--- src/dac_latch_params.svh ---
// Purpose: Constants for the serial converter input latch
// Assumes: 100 MHz system clock
// Notes: Functional notes below
//
// Functional notes
// - Word is 12-bit straight binary, shifted in MSB first.
// - Output code maps linearly, 1 mV per step; FFF full, 800 mid.
// - Shifting leaves the held output unchanged while load strobe is high.
// - Falling load strobe copies the whole shift register to the output.
// - While load strobe is low, output register follows the shift register.
// - Clear low forces output register to zero at any time.
// - After clear, output stays zero until clear high and load taken low.
// - Load low at clear release sets output to shift register at once.
// - Shifting accepted only while chip select is low or as it rises.
// - Shift on rising clock with select low, or rising select, clock low.
`ifndef DAC_LATCH_PARAMS_SVH
`define DAC_LATCH_PARAMS_SVH
`define WORD_BITS 12
`define CODE_ZERO 12'h000
`define CODE_MID 12'h800
`define CODE_FULL 12'hfff
`define STEP_UV 1000
`define FIFO_DEPTH 16
// Pin idle levels {clear, load, select, data, clock}, {select, clock}
`define PIN_IDLE 5'h1c
`define EDGE_IDLE 2'h2
`endif

--- src/dac_latch_pkg.sv ---
// Purpose: Types for the serial converter input latch
// Assumes: Nothing
// Notes: Word carrier for the output path
package dac_latch_pkg;
    typedef logic [11:0] code_t;
    typedef struct packed {
        code_t code;
    } word_s;
endpackage : dac_latch_pkg

--- src/serial_dac_input_latch.sv ---
// Purpose: Serial input, double buffer and clear for a 12-bit converter
// Assumes: Pins are asynchronous to mclk_in and slow against it
// Notes: Output register words pass a FIFO to the analog code port
`timescale 1ns/1ps
`include "dac_latch_params.svh"

module code_fifo #(
    parameter int WIDTH = 12,
    parameter int DEPTH = 16
) (
    // Clock and reset
    input wire logic mclk_in,
    input wire logic rst_b_in,
    // Fill side
    input wire logic in_valid_in,
    output logic in_ready_out,
    input wire logic [WIDTH-1:0] in_data_in,
    // Drain side
    output logic out_valid_out,
    input wire logic out_ready_in,
    output logic [WIDTH-1:0] out_data_out
);
    localparam int AW = $clog2(DEPTH);
    logic [WIDTH-1:0] mem_q [DEPTH];
    logic [AW:0] wr_q;
    logic [AW:0] rd_q;
    logic push;
    logic pop;
    assign in_ready_out = (wr_q - rd_q) != (AW+1)'(DEPTH);
    assign out_valid_out = wr_q != rd_q;
    assign push = in_valid_in && in_ready_out;
    assign pop = out_valid_out && out_ready_in;
    assign out_data_out = mem_q[rd_q[AW-1:0]];
    always_ff @(posedge mclk_in) begin
        if (push) begin
            mem_q[wr_q[AW-1:0]] <= in_data_in;
        end
    end
    always_ff @(posedge mclk_in or negedge rst_b_in) begin
        if (!rst_b_in) begin
            wr_q <= '0;
            rd_q <= '0;
        end else begin
            if (push) begin
                wr_q <= wr_q + 1'b1;
            end
            if (pop) begin
                rd_q <= rd_q + 1'b1;
            end
        end
    end
endmodule : code_fifo

module serial_dac_input_latch
    import dac_latch_pkg::*;
#(
    parameter int WORD_BITS = `WORD_BITS,
    parameter int FIFO_DEPTH = `FIFO_DEPTH
) (
    // Clock and reset
    input wire logic mclk_in,
    input wire logic rst_b_in,
    // Serial pins
    input wire logic serial_clk_in,
    input wire logic serial_data_in,
    input wire logic chip_select_n_in,
    input wire logic load_strobe_n_in,
    input wire logic async_clear_n_in,
    // Held code and analog code stream
    output logic [11:0] held_code_out,
    output logic analog_output_valid_out,
    input wire logic analog_output_ready_in,
    output logic [11:0] analog_output_out,
    output logic [31:0] analog_output_uv_out
);
    // ------------------------------------------------------------
    // Pin synchronisers
    // ------------------------------------------------------------
    logic [4:0] meta_q;
    logic [4:0] sync_q;
    logic [1:0] prev_q;
    logic ld_prev_q;
    always_ff @(posedge mclk_in or negedge rst_b_in) begin
        if (!rst_b_in) begin
            // Idle levels, so no false edge follows reset
            meta_q <= `PIN_IDLE;
            sync_q <= `PIN_IDLE;
        end else begin
            meta_q <= {async_clear_n_in, load_strobe_n_in,
                       chip_select_n_in, serial_data_in, serial_clk_in};
            sync_q <= meta_q;
        end
    end
    logic s_clk;
    logic s_dat;
    logic s_cs_n;
    logic s_ld_n;
    logic s_clr_n;
    assign {s_clr_n, s_ld_n, s_cs_n, s_dat, s_clk} = sync_q;

    // ------------------------------------------------------------
    // Shift register
    // ------------------------------------------------------------
    logic [11:0] shift_q;
    logic shift_ev;
    logic gate_now;
    logic gate_prev;
    // Gated clock is clock or select: each of them rises the gate only while the other is low
    assign gate_now = s_clk || s_cs_n;
    assign gate_prev = prev_q[0] || prev_q[1];
    // Select held high keeps the gate high, so nothing shifts
    assign shift_ev = gate_now && !gate_prev;
    always_ff @(posedge mclk_in or negedge rst_b_in) begin
        if (!rst_b_in) begin
            prev_q <= `EDGE_IDLE;
            ld_prev_q <= 1'b1;
        end else begin
            prev_q <= {s_cs_n, s_clk};
            ld_prev_q <= s_ld_n;
        end
    end
    always_ff @(posedge mclk_in or negedge rst_b_in) begin
        if (!rst_b_in) begin
            shift_q <= `CODE_ZERO;
        end else if (shift_ev) begin
            shift_q <= {shift_q[10:0], s_dat};
        end
    end

    // ------------------------------------------------------------
    // Output register
    // ------------------------------------------------------------
    logic [11:0] dac_q;
    always_ff @(posedge mclk_in or negedge rst_b_in) begin
        if (!rst_b_in) begin
            dac_q <= `CODE_ZERO;
        end else if (!s_clr_n) begin
            dac_q <= `CODE_ZERO;
        end else if (!s_ld_n) begin
            // Edge, transparency, and clear release with load low
            dac_q <= shift_q;
        end
        // Load high: hold while shifting
    end
    assign held_code_out = dac_q;

    // ------------------------------------------------------------
    // Code stream to converter
    // ------------------------------------------------------------
    word_s last_q;
    logic fifo_ready;
    logic push;
    logic [11:0] fifo_data;
    // One push per change of held code; a full FIFO delays it
    assign push = (dac_q != last_q.code) && fifo_ready;
    always_ff @(posedge mclk_in or negedge rst_b_in) begin
        if (!rst_b_in) begin
            last_q <= '0;
        end else if (push) begin
            last_q.code <= dac_q;
        end
    end
    code_fifo #(.WIDTH(WORD_BITS), .DEPTH(FIFO_DEPTH)) u_fifo (
        .mclk_in(mclk_in),
        .rst_b_in(rst_b_in),
        .in_valid_in(push),
        .in_ready_out(fifo_ready),
        .in_data_in(dac_q),
        .out_valid_out(analog_output_valid_out),
        .out_ready_in(analog_output_ready_in),
        .out_data_out(fifo_data)
    );
    assign analog_output_out = fifo_data;
    // Linear 1 mV per step
    assign analog_output_uv_out = 32'(fifo_data) * 32'(`STEP_UV);
endmodule : serial_dac_input_latch

--- config.mk ---
export PLATFORM = sky130hd
export DESIGN_NAME = serial_dac_input_latch
export DESIGN_NICKNAME = d
export VERILOG_FILES = /design/src/dac_latch_pkg.sv /design/src/serial_dac_input_latch.sv
export VERILOG_INCLUDE_DIRS = /design/src
export SDC_FILE = /design/constraint.sdc
export NUM_CORES = 1
export LEC_CHECK = 0
export BUFFER_PORTS_ARGS = -buffer_cell sky130_fd_sc_hd__buf_2
export CAP_MARGIN = 20
export CORE_UTILIZATION = 40
export CTS_BUF_LIST = sky130_fd_sc_hd__clkbuf_16
export DETAILED_ROUTE_END_ITERATION = 6
export PLACE_DENSITY = 0.67
export SYNTH_ARGS = -nofsm -noshare
export SYNTH_HDL_FRONTEND = slang
export SYNTH_HIERARCHICAL = 1
export SYNTH_SLANG_ARGS = --single-unit
--- constraint.sdc ---
create_clock -name mclk_in -period 5.6 [get_ports mclk_in]
set_input_delay 0.28 -clock mclk_in [delete_from_list [all_inputs] [get_ports mclk_in]]
set_output_delay 0.28 -clock mclk_in [all_outputs]
set_load 0.01 [all_outputs]
Yosys cells after proc, flatten, opt, wreduce, memory -nomap -nowiden

Memories as Yosys holds them, arrays and structs flattened.
Cells that the tools add are included.

Word-level logic and storage cells: 28
Bits of input ports: 8
Memories kept: 1
Output and inout bits: 57
RAM bits: 192
Register bits: 58

Memories:

| memory       | words | width | rd ports | clocked after memory_dff | write ports | RTL line                     | source |
|---|---|---|---|---|---|---|---|
| u_fifo.mem_q | 16    | 12    | 1        | 0                        | 1           | serial_dac_input_latch.sv:24 | `logic [WIDTH-1:0] mem_q [DEPTH];` |

Reduce and logical (&&, ||, !) cells: 7
$add $sub $neg: 3
Multiply operators: 1
Multiplexer cells: 4
Eq/ne operators: 4

Operator list:

| cell                                                                  | count |
|---|---|
| 12-bit two-way mux                                                    | 2 |
| 12-bit by 7-bit multiplier with 19-bit output (second input constant) | 1 |
| 12-bit inequality test                                                | 1 |
| 5-bit by 1-bit adder with 5-bit output (second input constant)        | 2 |
| 5-bit inequality test                                                 | 1 |
| 5-bit inequality test (second input constant)                         | 1 |
| 5-bit subtractor                                                      | 1 |
| 1-bit logical AND                                                     | 4 |
| 1-bit logical OR                                                      | 2 |
| 1-bit two-way mux                                                     | 2 |
| 2-bit inequality test (second input constant)                         | 1 |
| 1-bit zero test                                                       | 1 |

Depth between registers and ports, before layout

Gate-level depths: netlist (run 1).

Word-level depth: 6
Gate-level depth with buffers: 20
Gate-level depth less buffers: 18

Hierarchy

The synthesis (run 1) kept the hierarchy.

Modules (own cells, without submodules):

| module                 | cells an instance | seq. area each (um^2) | instances | area an instance (um^2) |
|---|---|---|---|---|
| code_fifo              | 445               | 6,015.8               | 1         | 8,261.7 |
| serial_dac_input_latch | 362               | 1,209.9               | 1         | 4,052.6 |

Worst setup path before layout (run 1)

Ideal clock, no wire load.

Path type: reg2out
From: register u_fifo.rd_q[0]
To: output port analog_output_uv_out[15]
Stages on the path, launching flop included: 19
Data required time: 5.320 ns
Path buffers: 3
Path slack: -0.047 ns
Arrival time: 5.367 ns
Cells stage by stage: dfrtp_1 > buf_4 > buf_4 > buf_4 > mux4_2 > nand2_1 > a31oi_1 > inv_1 > fa_1 > fa_1 > fa_1 > fa_1 > inv_1 > ha_1 > a21oi_1 > nand2_1 > o2111ai_2 > nand2_1 > o311ai_1

Cells in the longest elaborated chain, start to end: 2

Ends and longest elaborated chain:

| element                                       | RTL line                      | source |
|---|---|---|
| start: declaration                            | serial_dac_input_latch.sv:26  | `logic [AW:0] rd_q;` |
| start signal: assignment                      | serial_dac_input_latch.sv:48  | `rd_q <= rd_q + 1'b1;` |
| memory read 16 x 12 bit                       | --                            |  |
| named net analog_output_out[2]                | serial_dac_input_latch.sv:73  | `output logic [11:0] analog_output_out,` |
| 12-bit by 7-bit multiplier with 19-bit output | serial_dac_input_latch.sv:175 | `` assign analog_output_uv_out = 32'(fifo_data) * 32'(`STEP_UV); `` |
| end: declaration                              | serial_dac_input_latch.sv:74  | `output logic [31:0] analog_output_uv_out` |

The timed path passes the listed nets, and every way through them passes these cells.

Worst setup path after layout (run 1)

From: register u_fifo.rd_q[0]
To: output port analog_output_uv_out[15]

Cells in the longest elaborated chain, start to end: 2

Ends and longest elaborated chain:

| element                                       | RTL line |
|---|---|
| memory read 16 x 12 bit                       | -- |
| 12-bit by 7-bit multiplier with 19-bit output | serial_dac_input_latch.sv:175 |

No other way between the ends.

==> results by group, run 1 <==
Status
  • Status: finished, violations left
  • Failing checks: negative setup slack

Worst setup path
  • Crit Path Category: flop to output pin
  • Critical-path maximum fanout: 6
  • Crit. End Element: output pin
  • R2R Path Start: u_fifo/rd_q[2]$_DFFE_PN0P_
  • Capture point of the worst path: analog_output_uv_out[15]
  • CP startpoint kind: flop
  • Data arrival, critical path: ~5.6 ns
  • Critical R2R Capture: u_fifo/mem_q[4][11]$_DFFE_PP_
  • Flop-to-flop setup slack: between 1 and 1.5 ns
  • CP Data Required Time: ~5.3 ns
  • Setup crit start: u_fifo/rd_q[0]$_DFFE_PN0P_
  • FF-to-FF path depth: 14

CTS
  • Max H-tree Level: 1
  • CTS clock-pin slew for the worst setup and hold paths: 0.06 ns
  • Clock Path Buffers: 3
  • Clock Sinks: 250
  • CTS tree: yes
  • Clk Latency, worst-skew pair: 0.52 ns
  • Root Driver: clkbuf_16
  • CTS buffer count: 25

GRT
  • Total gr overflow: 0
  • Largest net degree at the start of global routing: 59
  • First-pass GRT wire length: 40.38 mm
  • GR Util All Layers: ~17%
  • Vias in the first global route: between 7000 and 8000
  • Initial antenna violation count: 0

STA
  • Worst-Margin Slew: approximately 0.77 ns
  • Setup TNS: -2.136 ns
  • Hold Vio Cnt, Final: 0
  • Fin crit period: 5.884 ns
  • RSZ-0062 raised after global routing: true
  • Period utilisation layout: 105.1%
  • Hold Slack: between 0.3 and 0.4 ns
  • Final clock skew: 0.02606 ns
  • F_max: 170.0 MHz
  • Final setup fails: 11
  • Max Slew Vio Count: 0
  • Worst slew margin: slightly below 50%
  • Final WS setup: -0.2837 ns

Place
  • Post-DP HPWL: approximately 17 mm
  • Placed cells: 1265
  • Input/output buffers: 51
  • Placed cell areas: about 13000 µm²
  • RePlAce Congestion: 0.8182

Hold path
  • Worst hold path type: input port to flop

Finish
  • Final #Nets: between 1000 and 1500
  • Final cell count without fillers: about 1300
  • Share of cells above drive strength 1: a little over a third
  • Layout area overhead: 21.15%
  • Design area: 14920 µm²
  • Commonest cells after routing, fill and taps aside: 192 x edfxtp_1, 64 x nand2_1, 63 x buf_4
  • Number of diodes: 0
  • Commonest non-fill, non-tap cell in the layout: edfxtp_1

Floorplan
  • # IOs: 65
  • Initial Util: about 41%
  • Die width: around 180 µm
  • Die Ht: about 180 µm
  • Core ar.: between 20000 and 30000 µm²
  • Row count: 63
  • DIE AREA: roughly 31000 µm²

Route
  • First drt pass iteration count: 4
  • Vias: roughly 7000
  • Vias per inst: ~5.2
  • Routed wire length: about 26 mm
  • Remaining DRCs: 0
  • Iter 0 DRT Violations: around 420
  • Drt wl/cell: approximately 19 µm
  • Post-detailed-route count of antenna-violating nets: 0

Yosys
  • Cell variety after synth: 64
  • Flops & latches, synth: 250
  • EDFF count, synth: 192
  • Cell area after synthesis: ~12000 µm²
  • Synthesized instance count: between 800 and 900
  • Mean area per synthesized cell: about 15 µm²
  • Syn. warnings: 6
  • Most common flop cell mapped by yosys: edfxtp_1
  • Post-synth ARST share: between 20% and 30%
  • Seq/Total Area, Yosys: 58.68%

Flow run
  • Maximum Capacitance Violations: 0
kinds of logic (layout without fill, tap and decap cells):
group                      after synthesis  in the layout  share of synthesized area (%)
adders and majority gates               92             92                          11.66
and+or+nand+nor                        161            161                          6.604
buffers and inverters                  111            249                          4.196
AOI/OAI and AO/OA                       73             73                          4.298
xor gates and xnor gates                33             33                          2.408
other                                    1             13                        0.03045
DFF                                    250            250                          58.68
muxes                                   86             86                          12.12
layer usage:
metal | up-vias | GRT usage [%] | routed length (µm)
met1 | 3563 | 21.44 | 10990
li1 | 3210 | - | -
met4 | 0 | 5.057 | 619
met5 | - | 0 | 0
met2 | 157 | 29.83 | 13000
met3 | 44 | 2.014 | 897
what timing repair did:
| action | in CTS | in global routing |
|---|---|---|
| buffers inserted | 21 | 9 |
| gates cloned | 1 | 0 |
| hold buffers | 6 | 0 |
| hold endpoints to repair | 56 | 0 |
| resized for setup | 61 | 19 |
| setup endpoints to repair | 11 | 13 |
| pin swaps | 26 | 22 |
Yosys cell counts (all sizes together) (2+ instances only):
cell type	n	share of area, %
nor2b	15	0.76
dfstp	7	1.5
o21a	2	0.12
mux2i	13	1.1
and3b	2	0.15
buf	29	1.7
edfxtp	192	47
a21oi	19	0.86
a31oi	17	0.86
a211o	2	0.16
clkbuf	15	0.47
and3	13	0.66
dfrtp	51	10
nand4	7	0.41
o221ai	2	0.14
o31ai	2	0.16
fa	38	6.2
mux2	25	2.3
nand3	11	0.45
nand2	69	2.1
nor2	13	0.46
ha	54	5.5
a21boi	4	0.27
nor3	16	0.65
xnor2	23	1.7
o211ai	4	0.28
xor2	10	0.71
a21o	4	0.24
and2	2	0.10
o21bai	2	0.12
nand2b	4	0.26
o21ai	7	0.28
inv	67	2.0
mux4	48	8.8
nor4	4	0.20
per-stage QoR:
| stage | util, % | setup slack (ns) |
|---|---|---|
| floorplan | - | 0.03260 |
| global placement | 44.52 | 0.009085 |
| detailed placement | 44.52 | -0.04182 |
| CTS | 49.21 | -0.3050 |
| global route | 49.81 | -0.4635 |
| finish | 49.81 | -0.2837 |
critical path, cell delays in order, from the launching register on:
cell and delay (ns):
dfrtp_4 0.47, buf_12 0.14, mux4_2 0.50, nand2_1 0.08
and3_4 0.21, a31oi_4 0.05, buf_6 0.14, fa_1 0.49
inv_1 0.06, fa_1 0.49, inv_2 0.04, fa_2 0.54
fa_2 0.45, ha_4 0.31, nand2_4 0.06, nor3b_4 0.25
o2111ai_2 0.16, a211o_2 0.36, o311ai_2 0.08, buf_2 0.18
state kept, by name, summed over array words and instances (netlist names):
signal / flops
u_fifo/mem_q: 192
held_code_out: 12
last_q: 12
shift_q: 12
meta_q: 5
sync_q: 5
u_fifo/rd_q: 5
u_fifo/wr_q: 5
prev_q: 2
cell type report:
class	instances	area (µm²)
Multi-Input combinational cell	458	5080
Clock inverter	21	185.2
Inverter	67	251.5
Tap cell	390	488.0
Timing Repair Buffer	136	1060
Sequential cell	250	7229
Clock buffer	25	625.6
Fill cell	2523	15030
worst min-delay path by stage:
stage                                start                           end  slack (ns)  cells after the start
floorplan                         rst_b_in  held_code_out[0]$_DFFE_PN0P_       -0.02                      0
global placement       meta_q[0]$_DFF_PN0_           sync_q[0]$_DFF_PN0_        0.33                      0
detailed placement     meta_q[1]$_DFF_PN0_           sync_q[1]$_DFF_PN0_        0.34                      0
CTS                 analog_output_ready_in    u_fifo/rd_q[1]$_DFFE_PN0P_        0.29                      4
global route        analog_output_ready_in    u_fifo/rd_q[2]$_DFFE_PN0P_        0.33                      4
finish              analog_output_ready_in    u_fifo/rd_q[1]$_DFFE_PN0P_        0.30                      4
Power of run 1 is not shown: default switching activity piles up to over one toggle a cycle in this logic, so the estimate is an artifact.
==> run 2, diff against run 1 <==
CORE_UTILIZATION = 56   (was 40)
PLACE_DENSITY = 0.86   (was 0.67)
==> run 2 against run 1 <==
The run still ends with negative setup slack left. Critical path depth up 2. Fmax down 2.1%. Core utilization up 19 points. Non-clock buffer count down 7. Sequential share of layout area up 0.74 points. First-iteration DRC count up 34%.
==> results by group, run 2 (synthesis gave the netlist of run 1 again) <==
CTS
  • CTS buffer count: 24
  • CTS clock-pin slew for the worst setup and hold paths: 0.07 ns
  • Clk Latency, worst-skew pair: 0.52 ns
  • Root Driver: clkbuf_16
  • CTS tree: yes
  • Clock Path Buffers: 3
  • Clock Sinks: 250
  • Max H-tree Level: 1

Worst setup path
  • R2R Path Start: u_fifo/rd_q[2]$_DFFE_PN0P_
  • Critical R2R Capture: u_fifo/mem_q[4][2]$_DFFE_PP_
  • Flop-to-flop setup slack: about 1.2 ns
  • Critical-path maximum fanout: 7
  • CP Data Required Time: roughly 5.3 ns
  • CP startpoint kind: flop
  • Capture point of the worst path: analog_output_uv_out[15]
  • Data arrival, critical path: between 5 and 6 ns
  • Crit Path Category: flop to output pin
  • FF-to-FF path depth: 13
  • Crit. End Element: output pin
  • Setup crit start: u_fifo/rd_q[0]$_DFFE_PN0P_

STA
  • Hold Vio Cnt, Final: 0
  • Final setup fails: 11
  • Fin crit period: 6.009 ns
  • F_max: about 170 MHz
  • Max Slew Vio Count: 0
  • Period utilisation layout: 107.3%
  • Final clock skew: roughly 0.020 ns
  • Hold Slack: 0.2041 ns
  • Worst slew margin: 40.36%
  • Worst-Margin Slew: between 0.8 and 0.9 ns
  • Final WS setup: -0.4095 ns
  • RSZ-0062 raised after global routing: true

Place
  • Input/output buffers: 51
  • Post-DP HPWL: 17.11 mm
  • RePlAce Congestion: ~0.86

Floorplan
  • # IOs: between 60 and 70
  • Die width: between 150 and 200 µm
  • Die Ht: around 150 µm
  • Row count: 53
  • Core ar.: roughly 21000 µm²
  • Initial Util: 57.85%
  • DIE AREA: 22590 µm²

Finish
  • Number of diodes: 0
  • Final #Nets: between 1000 and 1500
  • Fillers: 1298
  • Largest register FFs: ~190
  • Share of cells above drive strength 1: between 30% and 40%
  • Commonest non-fill, non-tap cell in the layout: edfxtp_1
  • Commonest cells after routing, fill and taps aside: 192 x edfxtp_1, 62 x inv_1, 60 x nand2_1
  • Layout area overhead: 19.33%

Hold path
  • Hold path startpoint: analog_output_ready_in
  • Worst hold path type: input port to flop

GRT
  • First-pass GRT wire length: 40.99 mm
  • Total gr overflow: 0
  • Vias in the first global route: 7562
  • GR Util All Layers: between 20 and 25%
  • Largest net degree at the start of global routing: 59
  • Initial antenna violation count: 0

Route
  • Post-detailed-route count of antenna-violating nets: 0
  • Iter 0 DRT Violations: 567
  • Vias: 7308
  • Vias per inst: between 5 and 6
  • Drt wl/cell: 22.10 µm
  • Remaining DRCs: 0
  • First drt pass iteration count: 5
  • Routed wire length: 27.03 mm

Flow run
  • Maximum Capacitance Violations: 0

Status
  • Failing checks: negative setup slack
  • Status: finished, violations left
==> run 2: cell types whose count changed in the layout (fill, tap and decap cells not counted), sizes merged <==
cell | before | now
buf | 129 | 123
bufinv | 3 | 6
clkinvlp | 3 | 1
inv | 74 | 72
bufbuf | 1 | 0
clkinv | 8 | 7
==> run 2: layout make-up <==
class,count,area [µm²],area share [%]
inverter,67,251.5,1.712
timing repair buffer,129,954.7,6.497
multi-input combinational,458,5037,34.28
clock inverter,19,251.5,1.712
tap,275,344.1,2.342
sequential,250,7229,49.20
clock buffer,25,625.6,4.257
==> run 2: worst min path at each step <==
stage / endpoint / slack, ns / cells after the start
final: u_fifo/rd_q[1]$_DFFE_PN0P_ / 0.20 / 3
after global routing: u_fifo/rd_q[1]$_DFFE_PN0P_ / 0.23 / 3
after CTS: u_fifo/rd_q[1]$_DFFE_PN0P_ / 0.20 / 3
after detailed placement: sync_q[0]$_DFF_PN0_ / 0.34 / 0
after global placement: sync_q[1]$_DFF_PN0_ / 0.33 / 0
after floorplan: held_code_out[0]$_DFFE_PN0P_ / -0.02 / 0
==> run 2: metrics by stage <==
step | instance area [µm²] | utilization [%] | setup slack, ns | std cells | setup TNS, ns
floorplan | 12370 | - | 0.03260 | 819 | 0
global placement | 13150 | 61.76 | 0.02553 | 1151 | 0
detailed placement | 13150 | 61.76 | -0.03429 | 1151 | -0.1061
CTS | 14400 | 67.64 | -0.3950 | 1214 | -2.892
global route | 14690 | 69.03 | -0.5825 | 1223 | -5.022
finish | 14690 | 69.03 | -0.4095 | 1223 | -3.216
==> run 2: worst max-delay path: stages, from the launching register on <==
cell,delay [ns]
dfrtp_4,0.52
buf_8,0.16
buf_6,0.13
mux4_2,0.54
nand2_2,0.10
and3_4,0.21
a31oi_4,0.05
buf_6,0.16
buf_6,0.11
ha_4,0.25
inv_2,0.03
fa_1,0.54
fa_1,0.44
fa_1,0.53
inv_2,0.05
ha_4,0.27
a21oi_4,0.20
nand2_2,0.10
o2111ai_2,0.22
nand2_1,0.12
o311ai_1,0.29
buf_2,0.19
==> run 2: per-layer routing <==
layer	vias up	track usage (%)	part of all wire [%]	wire, µm
met1	3730	29.89	37	10100
met5	-	0	0	0
met3	75	2.939	5.8	1570
li1	3196	-	-	-
met4	0	10.86	4.5	1212
met2	307	43.73	52	14140
==> run 2: what timing repair did <==
action                     4_1_cts  5_1_grt
setup endpoints to repair       11       12
pin swaps                       18       33
buffers inserted                14       10
hold buffers                     6        0
hold endpoints to repair        56        0
resized for setup               42       49
Power of run 2 is left out for the same reason.
